$ cat src/design/pmcr_map.vh
// Register map, field positions and reset values of the port PM registers
`ifndef PMCR_MAP_VH
`define PMCR_MAP_VH

// ****************************************************************
// Register indices (byte address is four times the index)
// ****************************************************************
`define PMCR_IDX_LINK_STATUS_TWO    10'h072
`define PMCR_IDX_SLOT_CAP_TWO       10'h074
`define PMCR_IDX_SLOT_CONTROL_TWO   10'h078
`define PMCR_IDX_SLOT_STATUS_TWO    10'h07a
`define PMCR_IDX_PM_CAPABILITIES    10'h0c0
`define PMCR_IDX_PORT_CONTROL       10'h0f0
`define PMCR_IDX_PORT_STATUS        10'h0f4

// ****************************************************************
// Field positions
// ****************************************************************
`define PMCR_LS2_DEEMPH_BIT         0
`define PMCR_PMC_CAP_ID_LSB         0
`define PMCR_PMC_NEXT_PTR_LSB       8
`define PMCR_PMC_REV_LSB            16
`define PMCR_PMC_WAKECLK_BIT        19
`define PMCR_PMC_RSVD20_BIT         20
`define PMCR_PMC_DEVINIT_BIT        21
`define PMCR_PMC_AUX_CUR_LSB        22
`define PMCR_PMC_LIGHT_BIT          25
`define PMCR_PMC_DEEPER_BIT         26
`define PMCR_PMC_WAKEMASK_LSB       27
`define PMCR_CTL_LOCK_BIT           0
`define PMCR_STS_SPEED_BIT          0
`define PMCR_STS_DOWN_BIT           1
`define PMCR_STS_STATE_LSB          2
`define PMCR_STS_COLD_BIT           4

// ****************************************************************
// Reset and constant values
// ****************************************************************
`define PMCR_CAP_ID_VAL             8'h01
`define PMCR_NEXT_PTR_UP_RST        8'h00
`define PMCR_NEXT_PTR_DOWN_RST      8'hd0
`define PMCR_REV_VAL                3'h3
`define PMCR_DEVINIT_RST            1'h0
`define PMCR_WAKE_MASK_RST          5'h19
`define PMCR_LOCK_RST               1'h0

`endif

$ cat src/design/pmcr_regs.v
// Port link-status-2, slot-2 and PM capability registers on Wishbone
//
// Overview of operation
// - At 5.0 Gbps de-emphasis bit reads 0 for -6.0 dB, 1 for -3.5 dB.
// - At 2.5 Gbps the de-emphasis status bit has no defined meaning.
// - Slot capability/control/status two and link status two 15:1 read zero.
// - PM capability bits 7:0 read the constant 0x1.
// - Upstream port: next capability pointer resets to 0x0.
// - Downstream port: next capability pointer resets to 0xD0.
// - PM interface revision bits 18:16 read the constant 0x3.
// - Wake clock flag bit 19 and reserved bit 20 read zero.
// - Device specific init flag bit 21 resets to zero, lockable writable.
// - Auxiliary current field bits 24:22 reads zero.
// - Light and deeper sleep support bits 25 and 26 read zero.
// - Wake message state mask bits 31:27 resets to 0b11001.
// - No wake messages are forwarded while in D3cold.
// - Writing the wake mask changes only the advertised value.
//
// Local design decision: the Wishbone interface to the registers.
`timescale 1ns/1ps
module pmcr_regs
(
  // Clock and reset
  input  wire        clk_i,
  input  wire        rst_i,
  // Wishbone classic slave
  input  wire        cyc_i,
  input  wire        stb_i,
  input  wire        we_i,
  input  wire [11:0] adr_i,
  input  wire [3:0]  sel_i,
  input  wire [31:0] dat_i,
  output reg  [31:0] dat_o,
  output reg         ack_o,
  // Port strap and link state
  input  wire        port_downstream_i,
  input  wire        link_speed_5g_i,
  input  wire        deemph_3p5_i,
  // Power state and wake events
  input  wire [1:0]  pm_state_i,
  input  wire        d3cold_i,
  input  wire        wake_event_i,
  // Wake message out
  output wire        wake_msg_o,
  // Advertised wake mask, for the capability consumer
  output reg  [4:0]  wake_mask_o
);

`include "pmcr_map.vh"

// ****************************************************************
// Declarations
// ****************************************************************
  // Bus decode and write strobes
  wire        req;
  wire        wr_commit;
  wire [9:0]  idx;
  wire        hit_ls2;
  wire        hit_scap2;
  wire        hit_sctl2;
  wire        hit_ssts2;
  wire        hit_pmc;
  wire        hit_ctl;
  wire        hit_sts;
  wire        unlocked;
  wire        wr_ptr;
  wire        wr_init;
  wire        wr_mask;
  wire        wr_lock;

  // Captured link and power state
  reg         deemph_q;
  reg         downstream_q;
  reg         speed_5g_q;
  reg  [1:0]  pm_state_q;
  reg         d3cold_q;
  reg         lock_q;
  // Lockable capability fields and their next values
  reg  [7:0]  nxt_ptr_q;
  reg  [7:0]  nxt_ptr_d;
  reg         dev_init_q;
  reg         dev_init_d;
  reg  [4:0]  wake_mask_d;
  reg  [31:0] pmc_word;
  reg  [31:0] sts_word;
  reg  [31:0] rd_word;

// ****************************************************************
// Bus decode
// ****************************************************************
  assign req       = cyc_i & stb_i;
  // Write lands on the edge where the master sees ack high
  assign wr_commit = req & we_i & ack_o;
  assign idx       = adr_i[11:2];

  // Unmapped indices are still acked; they read zero and drop writes
  assign hit_ls2   = (idx == `PMCR_IDX_LINK_STATUS_TWO);
  assign hit_scap2 = (idx == `PMCR_IDX_SLOT_CAP_TWO);
  assign hit_sctl2 = (idx == `PMCR_IDX_SLOT_CONTROL_TWO);
  assign hit_ssts2 = (idx == `PMCR_IDX_SLOT_STATUS_TWO);
  assign hit_pmc   = (idx == `PMCR_IDX_PM_CAPABILITIES);
  assign hit_ctl   = (idx == `PMCR_IDX_PORT_CONTROL);
  assign hit_sts   = (idx == `PMCR_IDX_PORT_STATUS);

  assign unlocked  = ~lock_q;

// ****************************************************************
// Write strobes per byte lane
// ****************************************************************
  // Only byte lanes that hold writable bits are honoured; the lock
  // itself is never locked, or firmware could not undo it
  assign wr_ptr    = wr_commit & hit_pmc & unlocked & sel_i[1];
  assign wr_init   = wr_commit & hit_pmc & unlocked & sel_i[2];
  assign wr_mask   = wr_commit & hit_pmc & unlocked & sel_i[3];
  assign wr_lock   = wr_commit & hit_ctl & sel_i[0];

// ****************************************************************
// Bus handshake
// ****************************************************************
  // One wait-free answer: ack one cycle after the request, then drop
  always @(posedge clk_i)
  begin
    if (rst_i)
    begin
      ack_o <= 1'b0;
      dat_o <= 32'h0000_0000;
    end
    else
    begin
      ack_o <= req & ~ack_o;
      if (req & ~ack_o)
      begin
        dat_o <= rd_word;
      end
    end
  end

// ****************************************************************
// Link and power state capture
// ****************************************************************
  always @(posedge clk_i)
  begin
    if (rst_i)
    begin
      deemph_q     <= 1'b0;
      speed_5g_q   <= 1'b0;
      downstream_q <= 1'b0;
      pm_state_q   <= 2'h0;
      d3cold_q     <= 1'b0;
    end
    else
    begin
      // Strap and power state copies feed only the status register
      speed_5g_q   <= link_speed_5g_i;
      downstream_q <= port_downstream_i;
      pm_state_q   <= pm_state_i;
      d3cold_q     <= d3cold_i;
      // Level only tracked at 5.0 Gbps; at 2.5 the last value is held
      if (link_speed_5g_i)
      begin
        deemph_q <= deemph_3p5_i;
      end
    end
  end

// ****************************************************************
// Lock control register
// ****************************************************************
  always @(posedge clk_i)
  begin
    if (rst_i)
    begin
      lock_q <= `PMCR_LOCK_RST;
    end
    else if (wr_lock)
    begin
      lock_q <= dat_i[`PMCR_CTL_LOCK_BIT];
    end
  end

// ****************************************************************
// Lockable writable capability fields
// ****************************************************************
  always @*
  begin
    nxt_ptr_d   = nxt_ptr_q;
    dev_init_d  = dev_init_q;
    wake_mask_d = wake_mask_o;
    if (wr_ptr)
    begin
      nxt_ptr_d = dat_i[`PMCR_PMC_NEXT_PTR_LSB +: 8];
    end
    if (wr_init)
    begin
      dev_init_d = dat_i[`PMCR_PMC_DEVINIT_BIT];
    end
    if (wr_mask)
    begin
      wake_mask_d = dat_i[`PMCR_PMC_WAKEMASK_LSB +: 5];
    end
  end

  // Pointer reset value follows the port strap sampled in reset
  always @(posedge clk_i)
  begin
    if (rst_i)
    begin
      if (port_downstream_i)
      begin
        nxt_ptr_q <= `PMCR_NEXT_PTR_DOWN_RST;
      end
      else
      begin
        nxt_ptr_q <= `PMCR_NEXT_PTR_UP_RST;
      end
      dev_init_q  <= `PMCR_DEVINIT_RST;
      wake_mask_o <= `PMCR_WAKE_MASK_RST;
    end
    else
    begin
      nxt_ptr_q   <= nxt_ptr_d;
      dev_init_q  <= dev_init_d;
      wake_mask_o <= wake_mask_d;
    end
  end

// ****************************************************************
// Capability word assembly
// ****************************************************************
  always @*
  begin
    // Every constant field is forced here, so no stray write leaks in
    pmc_word = 32'h0000_0000;
    pmc_word[`PMCR_PMC_CAP_ID_LSB +: 8]   = `PMCR_CAP_ID_VAL;
    pmc_word[`PMCR_PMC_NEXT_PTR_LSB +: 8] = nxt_ptr_q;
    pmc_word[`PMCR_PMC_REV_LSB +: 3]      = `PMCR_REV_VAL;
    pmc_word[`PMCR_PMC_WAKECLK_BIT]       = 1'b0;
    pmc_word[`PMCR_PMC_RSVD20_BIT]        = 1'b0;
    pmc_word[`PMCR_PMC_DEVINIT_BIT]       = dev_init_q;
    pmc_word[`PMCR_PMC_AUX_CUR_LSB +: 3]  = 3'h0;
    pmc_word[`PMCR_PMC_LIGHT_BIT]         = 1'b0;
    pmc_word[`PMCR_PMC_DEEPER_BIT]        = 1'b0;
    pmc_word[`PMCR_PMC_WAKEMASK_LSB +: 5] = wake_mask_o;
  end

// ****************************************************************
// Port status word
// ****************************************************************
  // One cycle behind the pins, like every other captured state
  always @*
  begin
    sts_word = 32'h0000_0000;
    sts_word[`PMCR_STS_SPEED_BIT]      = speed_5g_q;
    sts_word[`PMCR_STS_DOWN_BIT]       = downstream_q;
    sts_word[`PMCR_STS_STATE_LSB +: 2] = pm_state_q;
    sts_word[`PMCR_STS_COLD_BIT]       = d3cold_q;
  end

// ****************************************************************
// Read multiplexer
// ****************************************************************
  // Reserved registers have no storage, so writes there vanish
  always @*
  begin
    rd_word = 32'h0000_0000;
    if (hit_ls2)
    begin
      rd_word[`PMCR_LS2_DEEMPH_BIT] = deemph_q;
    end
    else if (hit_scap2 | hit_sctl2 | hit_ssts2)
    begin
      rd_word = 32'h0000_0000;
    end
    else if (hit_pmc)
    begin
      rd_word = pmc_word;
    end
    else if (hit_ctl)
    begin
      rd_word[`PMCR_CTL_LOCK_BIT] = lock_q;
    end
    else if (hit_sts)
    begin
      rd_word = sts_word;
    end
  end

// ****************************************************************
// Wake message forwarding
// ****************************************************************
  // Forwarding uses the fixed default mask, never the advertised one,
  // so a written mask changes what is advertised, not what is sent
  pmcr_wake_gate pmcr_wake_gate_i
  (
    .clk_i        (clk_i),
    .rst_i        (rst_i),
    .pm_state_i   (pm_state_i),
    .d3cold_i     (d3cold_i),
    .wake_event_i (wake_event_i),
    .wake_msg_o   (wake_msg_o)
  );

endmodule // pmcr_regs

$ cat src/design/pmcr_wake_gate.v
// Wake message gate: forwards wake events per the reset-default state mask
`timescale 1ns/1ps
module pmcr_wake_gate
(
  // Clock and reset
  input  wire       clk_i,
  input  wire       rst_i,
  // Power state and wake event
  input  wire [1:0] pm_state_i,
  input  wire       d3cold_i,
  input  wire       wake_event_i,
  // Forwarded wake message
  output reg        wake_msg_o
);

`include "pmcr_map.vh"

  // Fixed mask: bit n stands for Dn; bit 4 (D3cold) is never read, d3cold_i always blocks
  wire [4:0] fixed_mask;
  reg        allowed;

  assign fixed_mask = `PMCR_WAKE_MASK_RST;

  // Software writes to the advertised mask never reach here, by design
  always @*
  begin
    case (pm_state_i)
      2'h0:    allowed = fixed_mask[0];
      2'h1:    allowed = fixed_mask[1];
      2'h2:    allowed = fixed_mask[2];
      2'h3:    allowed = fixed_mask[3];
      default: allowed = 1'b0;
    endcase
    if (d3cold_i)
    begin
      allowed = 1'b0;
    end
  end

  always @(posedge clk_i)
  begin
    if (rst_i)
    begin
      wake_msg_o <= 1'b0;
    end
    else
    begin
      wake_msg_o <= wake_event_i & allowed;
    end
  end

endmodule // pmcr_wake_gate

$ cat config.mk
export PLATFORM = sky130hd
export DESIGN_NAME = pmcr_regs
export DESIGN_NICKNAME = d
export VERILOG_FILES = /design/src/design/pmcr_regs.v /design/src/design/pmcr_wake_gate.v
export VERILOG_INCLUDE_DIRS = /design/src /design/src/design
export SDC_FILE = /design/constraint.sdc
export NUM_CORES = 1
export LEC_CHECK = 0
export BUFFER_PORTS_ARGS = -buffer_cell sky130_fd_sc_hd__buf_2
export CORE_ASPECT_RATIO = 1.4
export CORE_MARGIN = 2
export CORE_UTILIZATION = 45
export CTS_BUF_LIST = sky130_fd_sc_hd__clkbuf_2
export CTS_CLUSTER_SIZE = 28
export DETAILED_ROUTE_END_ITERATION = 12
export PLACE_DENSITY = 0.86
export SYNTH_ARGS = -nofsm -noshare
export SYNTH_HDL_FRONTEND = slang
export SYNTH_HIERARCHICAL = 1
export SYNTH_SLANG_ARGS = --single-unit
$ cat constraint.sdc
create_clock -name clk_i -period 2.09 [get_ports clk_i]
set_input_delay 0.209 -clock clk_i [delete_from_list [all_inputs] [get_ports clk_i]]
set_output_delay 0.209 -clock clk_i [all_outputs]
set_load 0.05 [all_outputs]
Word level (Yosys, flattened, before mapping)
Index checks and enable logic that the tools add are counted.
{"block": "classes", "eq_ne": 10, "mux": 12, "bitwise": 16, "reduce_logical": 4}
{"operator": "$mux 32", "count": 2}
{"operator": "$eq 10x7->1 const B", "count": 4}
{"operator": "$mux 31", "count": 1}
{"operator": "$eq 10x8->1 const B", "count": 3}
{"operator": "$mux 8", "count": 3}
{"operator": "$and 1x1->1", "count": 12}
{"operator": "$mux 5", "count": 1}
{"operator": "$eq 2x2->1 const B", "count": 2}
{"operator": "$mux 4", "count": 1}
{"operator": "$reduce_or 2->1", "count": 2}
{"operator": "$mux 1", "count": 3}
{"operator": "$eq 2x1->1 const B", "count": 1}
{"operator": "$logic_not 2->1", "count": 1}
{"operator": "$not 1->1", "count": 2}
{"operator": "$or 1x1->1", "count": 2}
{"operator": "$pmux 1 s2", "count": 1}
{"operator": "$reduce_bool 2->1", "count": 1}
{"block": "word_totals", "wordCells": 54, "reg_bits": 55, "output_inout_bits": 39, "in_bits": 60}

Depth between registers and ports, before layout
Gate-level depths: netlist of the first run.
{"block": "depth", "depth_word": 8, "ltp_mapped": 6, "ltp_nobuf": 4}

By module
The synthesis of the first run kept the hierarchy.
{"module": "pmcr_regs", "seq_area_each_um2": 920.9, "instances": 1, "area_each_um2": 1712.9, "cells_each": 169}
{"module": "pmcr_wake_gate", "seq_area_each_um2": 20.0, "instances": 1, "area_each_um2": 43.8, "cells_each": 3}

Least setup slack after synthesis of the first run
No wires, ideal clock.
{"block": "synth_path", "kind": "flip-flop to flip-flop", "start": "register ack_o", "end": "register nxt_ptr_q[0], enable pin", "period_less_slack_ns": 1.852, "t_arrival_ns": 1.526, "n_path_buf": 0, "setup_time_ns": 0.326, "path_stages_with_launch": 4, "setup_slack_ns": 0.238, "cell_sequence": "dfxtp_1 > nand4_1 > nor4_4 > a21o_1"}
{"block": "synth_between", "elab_chain_cells": 5}
{"item": "start, declared", "line_no": "pmcr_regs.v:34", "text": "output reg ack_o,"}
{"item": "start signal, assigned", "line_no": "pmcr_regs.v:130", "text": "ack_o <= req & ~ack_o;"}
{"item": "$and 1x1->1", "line_no": "pmcr_regs.v:93", "text": "assign wr_commit = req & we_i & ack_o;"}
{"item": "$and 1x1->1 (3 in a row)", "line_no": "pmcr_regs.v:112", "text": "assign wr_ptr = wr_commit & hit_pmc & unlocked & sel_i[1];"}
{"item": "$reduce_bool 2->1 (no line)"}
{"item": "end signal, assigned", "line_no": "pmcr_regs.v:210", "text": "nxt_ptr_q <= `PMCR_NEXT_PTR_DOWN_RST;"}
{"item": "end signal, assigned", "line_no": "pmcr_regs.v:214", "text": "nxt_ptr_q <= `PMCR_NEXT_PTR_UP_RST;"}
{"item": "end signal, assigned", "line_no": "pmcr_regs.v:221", "text": "nxt_ptr_q <= nxt_ptr_d;"}
{"item": "end, declared", "line_no": "pmcr_regs.v:79", "text": "reg [7:0] nxt_ptr_q;"}
Every way passes these cells.
A chain may end at the register's enable or synchronous reset.

Final worst setup path of the first run
{"block": "layout_path", "start": "register lock_q", "end": "register nxt_ptr_q[1], enable pin"}
{"block": "layout_between", "elab_chain_cells": 4}
{"item": "start, declared", "line_no": "pmcr_regs.v:77", "text": "reg lock_q;"}
{"item": "start signal, assigned", "line_no": "pmcr_regs.v:173", "text": "lock_q <= `PMCR_LOCK_RST;"}
{"item": "start signal, assigned", "line_no": "pmcr_regs.v:177", "text": "lock_q <= dat_i[`PMCR_CTL_LOCK_BIT];"}
{"item": "$not 1->1", "line_no": "pmcr_regs.v:105", "text": "assign unlocked = ~lock_q;"}
{"item": "$and 1x1->1 (2 in a row)", "line_no": "pmcr_regs.v:112"}
{"item": "$reduce_bool 2->1 (no line)"}
Every way passes these cells.

==> results of run 1 <==
worst paths after layout:
| path | endpoint | slack, ps | cells after the start |
|---|---|---|---|
| setup reg to reg | nxt_ptr_q[1] | 280 | 3 |
| hold reg to reg | wake_mask_o[1] | 490 | 2 |
| hold / removal | downstream_q | 50 | 2 |
| setup / recovery | nxt_ptr_q[1] | 280 | 3 |
critical path: stages, from the launching register on:
cell and delay [ps]:
sky130_fd_sc_hd__dfxtp_1 360, sky130_fd_sc_hd__or4_1 600, sky130_fd_sc_hd__nor4_4 190, sky130_fd_sc_hd__a21o_1 360
state kept, by name, indices dropped and copies added (netlist names):
signal                       count
dev_init_q                       1
lock_q                           1
nxt_ptr_q                        8
wake_mask_o                      5
deemph_q                         1
ack_o                            1
speed_5g_q                       1
pmcr_wake_gate_i/wake_msg_o      1
d3cold_q                         1
dat_o                           20
downstream_q                     1
pm_state_q                       2
routing by layer:
| metal | share of wire, % | GRT usage [%] | vias to the layer above |
|---|---|---|---|
| met1 | 39 | 18.82 | 672 |
| li1 | - | - | 723 |
| met3 | 6.1 | 3.333 | 5 |
| met5 | 0 | 0 | - |
| met2 | 54 | 31.74 | 54 |
| met4 | 1.3 | 6.977 | 0 |
cell type report:
class	count	area [um2]	share of cell area (%)
Clock buffer	5	25.02	1.166
Clock inverter	3	15.01	0.6993
Inverter	6	22.52	1.049
Multi-Input combinational cell	112	695.7	32.40
Sequential cell	43	940.9	43.82
Tap cell	42	52.55	2.448
Timing Repair Buffer	75	395.4	18.41
placed cells by master (no fill, tap or decap), drive strengths merged, types with 6 or more instances in the layout:
cell type	Yosys	routed
buf	14	74
dfxtp	35	35
nor2	28	28
a22oi	18	18
conb	1	11
nor2b	10	10
edfxtp	8	8
o21ai	7	7
inv	6	6
mux2i	6	6
nor4	6	6
metrics by stage:
step | utilization [%] | setup slack [ps]
2_1_floorplan | - | 238.1
3_3_place_gp | 56.55 | 167.0
3_5_place_dp | 56.55 | 135.3
4_1_cts | 57.89 | 256.2
5_1_grt | 57.89 | 206.2
6_report | 57.89 | 284.9
power groups by stage:
stage | clock network, uW | logic [uW] | registers [uW]
final | 326 | 158 | 874
after detailed placement | 0 | 156 | 891
after CTS | 343 | 158 | 874
after floorplan | 0 | 110 | 895
after global routing | 373 | 172 | 877
after global placement | 0 | 154 | 891
cell families (layout without fill, tap and decap cells):
| logic type | after synthesis | in the layout |
|---|---|---|
| buf+inv | 27 | 89 |
| flops | 43 | 43 |
| simple gates | 62 | 62 |
| other cells | 1 | 11 |
| xor+xnor | 1 | 1 |
| compound gates | 32 | 32 |
| mux | 6 | 6 |
timing repair:
item / 4_1_cts / 5_1_grt
hold buffers: 1 / 0
setup buffers: 0 / 0
endpoints found under the hold margin: 1 / 0
==> impl_metrics.prom, run 1 <==
# TYPE chip_impl_metric gauge
chip_impl_metric{name="synth.yosys.seq_area_share",unit="%"} 53.56
chip_impl_info{name="yosysMostFrequentCell",value="sky130_fd_sc_hd__dfxtp_1"} 1
chip_impl_metric{name="ys_async_sr_fraction",unit="%"} 0
chip_impl_metric{name="postCtsResizedCells",unit=""} 0
chip_impl_metric{name="post-route-min-period",unit="ps"} 1805
chip_impl_metric{name="multiplexer_share_of_the_synthesized_area",unit="%"} 3.419
chip_impl_metric{name="p_leak",unit="uW"} 0.0009930
chip_impl_metric{name="floorplan.die.height",unit="um"} 77.93
chip_impl_metric{name="clock_path_buffers",unit=""} 2
chip_impl_metric{name="dr_total_vias",unit=""} 1454
chip_impl_metric{name="synth.cell_area",unit="um2"} 1757
chip_impl_metric{name="hold_viol_final",unit=""} 0
chip_impl_metric{name="post-place-cells",unit=""} 277
chip_impl_metric{name="clock.fmax",unit="MHz"} 554.0
chip_impl_info{name="combinational_family_with_the_most_area_after_synthesis",value="simple AND/OR/NAND/NOR gates"} 1
chip_impl_metric{name="floorplan.die_area",unit="um2"} 4427
chip_impl_metric{name="globalRouteTotalUtil",unit="%"} 17.20
chip_impl_metric{name="syn_area_per_cell",unit="um2"} 10.21
chip_impl_metric{name="timing.max_cap.violations",unit=""} 0
chip_impl_metric{name="synth-compound-area-share",unit="%"} 12.82
chip_impl_metric{name="pin_count",unit=""} 99
chip_impl_metric{name="core-area",unit="um2"} 3709
chip_impl_metric{name="power_frac_comb",unit="%"} 11.6
chip_impl_metric{name="cts_htree_levels",unit=""} 2
chip_impl_metric{name="final_net_count",unit=""} 303
chip_impl_info{name="critical_path.startpoint_type",value="flip-flop"} 1
chip_impl_metric{name="synth_seq_cells",unit=""} 43
chip_impl_metric{name="hold_ws",unit="ps"} 48.12
chip_impl_metric{name="place.detailed.hpwl",unit="mm"} 2.698
chip_impl_metric{name="sw_frac_of_total",unit="%"} 26.98
chip_impl_metric{name="initial_utilization",unit="%"} 47.37
chip_impl_info{name="grt_setup_unrepaired",value="false"} 1
chip_impl_metric{name="wl",unit="mm"} 3.653
chip_impl_metric{name="detail_route.drc_violations",unit=""} 0
chip_impl_metric{name="cell_internal_pwr",unit="uW"} 991.5
chip_impl_metric{name="initial_antenna_violation_count",unit=""} 0
chip_impl_info{name="synth_top_cells_by_count",value="35 x sky130_fd_sc_hd__dfxtp_1, 28 x sky130_fd_sc_hd__nor2_1, 16 x sky130_fd_sc_hd__a22oi_1"} 1
chip_impl_metric{name="cts-buffers-inserted",unit=""} 5
chip_impl_metric{name="cp.required",unit="ps"} 2170
chip_impl_metric{name="worst_clock_skew",unit="ps"} 13.66
chip_impl_info{name="holdCritStartpoint",value="port_downstream_i"} 1
chip_impl_metric{name="drt_iter0_markers",unit=""} 50
chip_impl_metric{name="grt_max_degree",unit=""} 26
chip_impl_metric{name="pd_cells",unit="nW/um2"} 632.4
chip_impl_metric{name="grt_pass1_wl",unit="mm"} 6.051
chip_impl_metric{name="post_synth_top_area_share",unit="%"} 39.89
chip_impl_metric{name="yosysWarnings",unit=""} 6
chip_impl_info{name="synth-main-ff-cell",value="sky130_fd_sc_hd__dfxtp_1"} 1
chip_impl_metric{name="dpl-instance-area",unit="um2"} 2097
chip_impl_info{name="outcome",value="finished, final reports clean"} 1
chip_impl_metric{name="cp_data_arrival_time",unit="ps"} 1890
chip_impl_metric{name="clock_insertion_delay_worst_skew",unit="ps"} 380
chip_impl_metric{name="finalSetupViolations",unit=""} 0
chip_impl_info{name="ctsRootBufferMaster",value="sky130_fd_sc_hd__clkbuf_2"} 1
chip_impl_metric{name="drtAntennaViolNets",unit=""} 0
chip_impl_metric{name="setup_total_negative_slack",unit="ps"} 0
chip_impl_metric{name="drt-wirelength-per-cell",unit="um"} 12.77
chip_impl_metric{name="gp_congestion",unit=""} 0.7378
chip_impl_info{name="worst_setup_path_startpoint",value="lock_q"} 1
chip_impl_metric{name="final.fill_count",unit=""} 347
chip_impl_metric{name="cts_sinks",unit=""} 43
chip_impl_metric{name="dr.pass1.iters",unit=""} 4
chip_impl_metric{name="timing.final.max_slew_violations",unit=""} 0
chip_impl_info{name="cts_tree",value="done"} 1
chip_impl_metric{name="max_slew.worst_pin.slew",unit="ps"} 540.7
chip_impl_metric{name="synth_enable_flop_cells",unit=""} 8
chip_impl_metric{name="timing.final.crit_share",unit="%"} 86.37
chip_impl_metric{name="die_width",unit="um"} 56.81
chip_impl_metric{name="synth_simple_gate_area_share",unit="%"} 20.51
chip_impl_metric{name="finalInstanceArea",unit="um2"} 2147
chip_impl_metric{name="synth_fa_ha_area_share",unit="%"} 0
chip_impl_metric{name="switchingPower",unit="uW"} 366.4
chip_impl_metric{name="post_synth_xor_area_fraction",unit="%"} 0.4986
chip_impl_metric{name="syn_to_final_growth",unit="%"} 22.22
chip_impl_info{name="synth_top_cell_by_area",value="sky130_fd_sc_hd__dfxtp_1"} 1
chip_impl_info{name="launch_point_of_the_worst_reg_to_reg_path",value="lock_q"} 1
chip_impl_metric{name="clock_power_share",unit="%"} 24.0
chip_impl_metric{name="share_of_post_route_cells_with_drive_strength_above_1",unit="%"} 36.07
chip_impl_metric{name="synthesis.instances",unit=""} 172
chip_impl_metric{name="port_buffers",unit=""} 68
chip_impl_metric{name="grt_pass1_vias",unit=""} 1367
chip_impl_metric{name="slew_headroom",unit="%"} 63.84
chip_impl_metric{name="rows",unit=""} 26
chip_impl_metric{name="post_synth_num_cell_types",unit=""} 33
chip_impl_metric{name="count_of_non_filler_cells_in_the_finished_layout",unit=""} 286
chip_impl_metric{name="global_route.overflow_total",unit=""} 0
chip_impl_metric{name="power.share.sequential",unit="%"} 64.4
chip_impl_info{name="nature_of_the_critical_path_endpoint",value="flip-flop"} 1
chip_impl_metric{name="worstPathMaxFanout",unit=""} 8
chip_impl_info{name="hold_class",value="in -> reg"} 1
chip_impl_metric{name="ir_drop",unit="mV"} 0.5141
chip_impl_info{name="crit_type",value="reg -> reg"} 1
chip_impl_metric{name="insertedDiodeCount",unit=""} 0
chip_impl_metric{name="post_drt_via_cell_ratio",unit=""} 5.084
chip_impl_metric{name="fin_total_pwr",unit="uW"} 1358
chip_impl_metric{name="clk_transition_reported_paths",unit="ps"} 190
chip_impl_info{name="synthTopCellsByArea",value="sky130_fd_sc_hd__dfxtp_1 40%, sky130_fd_sc_hd__edfxtp_1 14%, sky130_fd_sc_hd__a22oi_1 6.8%"} 1
(Power assumes the default switching activity.)
==> inputs of run 2 (changes only) <==
- CORE_ASPECT_RATIO: 1.4 -> default
- PLACE_DENSITY: 0.86 -> 0.87
- SYNTH_HIERARCHICAL: 1 -> default
==> run 2 against run 1 <==
  * Final cell count is 1.4% lower
  * Combinational power is essentially flat
  * Critical endpoint is now dat_o[9]
  * Maximum frequency rose by 8.7%
  * Clock skew down 9.2 ps
  * Final area down 0.35%
  * Largest cell class unchanged
==> impl_metrics.prom, run 2 <==
# TYPE chip_impl_metric gauge
chip_impl_info{name="ctsRootBufferMaster",value="sky130_fd_sc_hd__clkbuf_2"} 1
chip_impl_info{name="yosysMostFrequentCell",value="sky130_fd_sc_hd__dfxtp_1"} 1
chip_impl_metric{name="rows",unit=""} 22
chip_impl_metric{name="synthesis.instances",unit=""} 164
chip_impl_metric{name="initial_antenna_violation_count",unit=""} 0
chip_impl_info{name="hold_class",value="in -> reg"} 1
chip_impl_info{name="largest_regs",value="dat_o (20), nxt_ptr_q (8), wake_mask_o (5)"} 1
chip_impl_info{name="worst_setup_path_startpoint",value="ack_o"} 1
chip_impl_metric{name="detail_route.drc_violations",unit=""} 0
chip_impl_metric{name="final_net_count",unit=""} 293
chip_impl_info{name="final_common_cell",value="sky130_fd_sc_hd__buf_2"} 1
chip_impl_metric{name="grt_pass1_wl",unit="mm"} 5.216
chip_impl_info{name="outcome",value="finished, final reports clean"} 1
chip_impl_metric{name="clock_insertion_delay_worst_skew",unit="ps"} 380
chip_impl_metric{name="worst_setup_slack_after_placement",unit="ps"} 172.1
chip_impl_metric{name="reg2reg_depth",unit=""} 3
chip_impl_metric{name="max_slew.worst_pin.slew",unit="ps"} 1033
chip_impl_info{name="critical_path.startpoint_type",value="flip-flop"} 1
chip_impl_metric{name="syn_to_final_growth",unit="%"} 24.27
chip_impl_metric{name="share_of_post_route_cells_with_drive_strength_above_1",unit="%"} 36.75
chip_impl_metric{name="synth_enable_flop_cells",unit=""} 8
chip_impl_metric{name="drt-wirelength-per-cell",unit="um"} 11.76
chip_impl_metric{name="cp.required",unit="ps"} 2440
chip_impl_metric{name="cts_sinks",unit=""} 43
chip_impl_metric{name="largest_reg_flops",unit=""} 20
chip_impl_metric{name="worst_clock_skew",unit="ps"} 4.472
chip_impl_info{name="synth_top_cell_by_area",value="sky130_fd_sc_hd__dfxtp_1"} 1
chip_impl_info{name="cts_tree",value="done"} 1
chip_impl_metric{name="timing.final.crit_share",unit="%"} 79.45
chip_impl_metric{name="post-route-min-period",unit="ps"} 1660
chip_impl_metric{name="timing.final.max_slew_violations",unit=""} 0
chip_impl_metric{name="p_leak",unit="uW"} 0.0009827
chip_impl_info{name="synth-main-ff-cell",value="sky130_fd_sc_hd__dfxtp_1"} 1
chip_impl_metric{name="ir_drop",unit="mV"} 0.3240
chip_impl_metric{name="gp_congestion",unit=""} 0.8251
chip_impl_metric{name="wl",unit="mm"} 3.316
chip_impl_metric{name="globalRouteTotalUtil",unit="%"} 15.98
chip_impl_metric{name="dr.pass1.iters",unit=""} 5
chip_impl_metric{name="cts-buffers-inserted",unit=""} 5
chip_impl_metric{name="pd_cells",unit="nW/um2"} 700.2
chip_impl_metric{name="hold_viol_final",unit=""} 0
chip_impl_metric{name="cts_htree_levels",unit=""} 2
chip_impl_metric{name="post_drt_via_cell_ratio",unit=""} 4.851
chip_impl_info{name="grt_setup_unrepaired",value="false"} 1
chip_impl_metric{name="floorplan.die_area",unit="um2"} 4337
chip_impl_metric{name="dr_total_vias",unit=""} 1368
chip_impl_metric{name="pin_count",unit=""} 99
chip_impl_metric{name="slew_headroom",unit="%"} 30.89
chip_impl_metric{name="rrSetupSlack",unit="ps"} 430
chip_impl_metric{name="setup_slack",unit="ps"} 429.6
chip_impl_info{name="launch_point_of_the_worst_reg_to_reg_path",value="ack_o"} 1
chip_impl_metric{name="postCtsResizedCells",unit=""} 0
chip_impl_info{name="synthTopCellsByArea",value="sky130_fd_sc_hd__dfxtp_1 41%, sky130_fd_sc_hd__edfxtp_1 14%, sky130_fd_sc_hd__a22o_1 7.6%"} 1
chip_impl_info{name="endpoint",value="dat_o[9]"} 1
chip_impl_metric{name="ys_async_sr_fraction",unit="%"} 0
chip_impl_metric{name="finalSetupViolations",unit=""} 0
chip_impl_metric{name="die_width",unit="um"} 65.86
chip_impl_metric{name="drtAntennaViolNets",unit=""} 0
chip_impl_metric{name="clk_transition_reported_paths",unit="ps"} 210
chip_impl_metric{name="clock_path_buffers",unit=""} 2
chip_impl_metric{name="grt_pass1_vias",unit=""} 1221
chip_impl_info{name="most-common-layout-cells",value="68 x sky130_fd_sc_hd__buf_2, 35 x sky130_fd_sc_hd__dfxtp_1, 15 x sky130_fd_sc_hd__a22o_1"} 1
chip_impl_metric{name="post_synth_top_area_share",unit="%"} 40.70
chip_impl_metric{name="worstPathMaxFanout",unit=""} 15
chip_impl_metric{name="post_synth_num_cell_types",unit=""} 37
chip_impl_metric{name="global_route.overflow_total",unit=""} 0
chip_impl_metric{name="grt_max_degree",unit=""} 23
chip_impl_metric{name="clock.fmax",unit="MHz"} 602.3
chip_impl_info{name="synth_top_cells_by_count",value="35 x sky130_fd_sc_hd__dfxtp_1, 15 x sky130_fd_sc_hd__a22o_1, 13 x sky130_fd_sc_hd__nor2_1"} 1
chip_impl_metric{name="timing.max_cap.violations",unit=""} 0
chip_impl_metric{name="place.detailed.hpwl",unit="mm"} 2.571
chip_impl_metric{name="port_buffers",unit=""} 68
chip_impl_info{name="rr_endpoint",value="dat_o[9]"} 1
chip_impl_metric{name="initial_utilization",unit="%"} 47.03
chip_impl_metric{name="synth.cell_area",unit="um2"} 1722
chip_impl_info{name="crit_type",value="reg -> reg"} 1
chip_impl_info{name="nature_of_the_critical_path_endpoint",value="flip-flop"} 1
chip_impl_metric{name="core-area",unit="um2"} 3661
chip_impl_metric{name="floorplan.die.height",unit="um"} 65.86
chip_impl_metric{name="drt_iter0_markers",unit=""} 65
chip_impl_metric{name="syn_area_per_cell",unit="um2"} 10.50
chip_impl_metric{name="synth_seq_cells",unit=""} 43
chip_impl_metric{name="setup_total_negative_slack",unit="ps"} 0
chip_impl_metric{name="synth.yosys.seq_area_share",unit="%"} 54.65
chip_impl_metric{name="insertedDiodeCount",unit=""} 0
chip_impl_metric{name="cp_data_arrival_time",unit="ps"} 2010
chip_impl_info{name="largest-register",value="dat_o"} 1
chip_impl_metric{name="yosysWarnings",unit=""} 0
==> run 2: cell count changes after synthesis, moves of 2 or more <==
| cell | delta |
|---|---|
| sky130_fd_sc_hd__a22oi_1 | -16 |
| sky130_fd_sc_hd__a22o_1 | +15 |
| sky130_fd_sc_hd__nor2_1 | -15 |
| sky130_fd_sc_hd__nand2_1 | +3 |
| sky130_fd_sc_hd__nand2b_1 | +3 |
| sky130_fd_sc_hd__nand4_1 | +3 |
| sky130_fd_sc_hd__nor4_1 | -3 |
| sky130_fd_sc_hd__a21oi_1 | +2 |
| sky130_fd_sc_hd__a22oi_2 | -2 |
| sky130_fd_sc_hd__inv_1 | -2 |
| sky130_fd_sc_hd__nor4_4 | -2 |
| sky130_fd_sc_hd__o21ai_0 | +2 |
| sky130_fd_sc_hd__o21ai_1 | -2 |
==> run 2: metal layers <==
metal | track usage, % | up-vias | part of all wire [%]
met2 | 26.64 | 54 | 51
met1 | 18.75 | 612 | 41
met3 | 5.111 | 4 | 7.7
li1 | - | 698 | -
met4 | 7.031 | 0 | 0.81
met5 | 0 | - | 0
==> run 2: cell type report <==
cell class / count / area (um2)
Clock buffer: 5 / 25.02
Clock inverter: 3 / 43.79
Fill cell: 339 / 1521
Inverter: 4 / 15.01
Multi-Input combinational cell: 107 / 681.9
Sequential cell: 43 / 940.9
Tap cell: 48 / 60.06
Timing Repair Buffer: 72 / 372.9
==> run 2: metrics by stage <==
stage	area [um2]	hold slack, ps	utilization, %	std cells	total power, uW
floorplan	1759	288.3	-	174	1007
global placement	2061	386.7	56.29	273	1045
detailed placement	2061	389.4	56.29	273	1048
CTS	2140	16.57	58.44	282	1518
global route	2140	7.990	58.44	282	1566
finish	2140	48.13	58.44	282	1498
==> run 2: logic make-up after synthesis <==
family / after synthesis / synth area share (%)
mux: 6 / 3.489
simple gates: 58 / 20.49
buf+inv: 24 / 7.921
other cells: 1 / 0.2178
compound gates: 31 / 12.72
xor+xnor: 1 / 0.5088
flops: 43 / 54.65
==> run 2: report_power, final <==
group	internal, uW	switching, uW
clock network	203	263
logic	49.2	106
registers	869	6.82
total	1120	377
==> run 2: how the worst min path moves through the flow <==
| stage | to | cells past startpoint | startpoint | slack, ps |
|---|---|---|---|---|
| after global routing | speed_5g_q | 2 | link_speed_5g_i | 8 |
| after CTS | pm_state_q[0] | 2 | pm_state_i[0] | 20 |
| after detailed placement | pmcr_wake_gate_i.wake_msg_o | 2 | d3cold_i | 390 |
| after global placement | pmcr_wake_gate_i.wake_msg_o | 2 | d3cold_i | 390 |
| after floorplan | pmcr_wake_gate_i.wake_msg_o | 1 | d3cold_i | 290 |
| final | pm_state_q[1] | 2 | pm_state_i[1] | 50 |
==> run 2: repair_timing <==
action	CTS	global route
buffers inserted	0	0
hold buffers	1	0
endpoints found under the hold margin	1	0
==> run 2: critical path, stage by stage (launching register included) <==
cell                      delay, ps
sky130_fd_sc_hd__dfxtp_1        430
sky130_fd_sc_hd__nor2_1         140
sky130_fd_sc_hd__nor2_1         800
sky130_fd_sc_hd__a22o_1         260
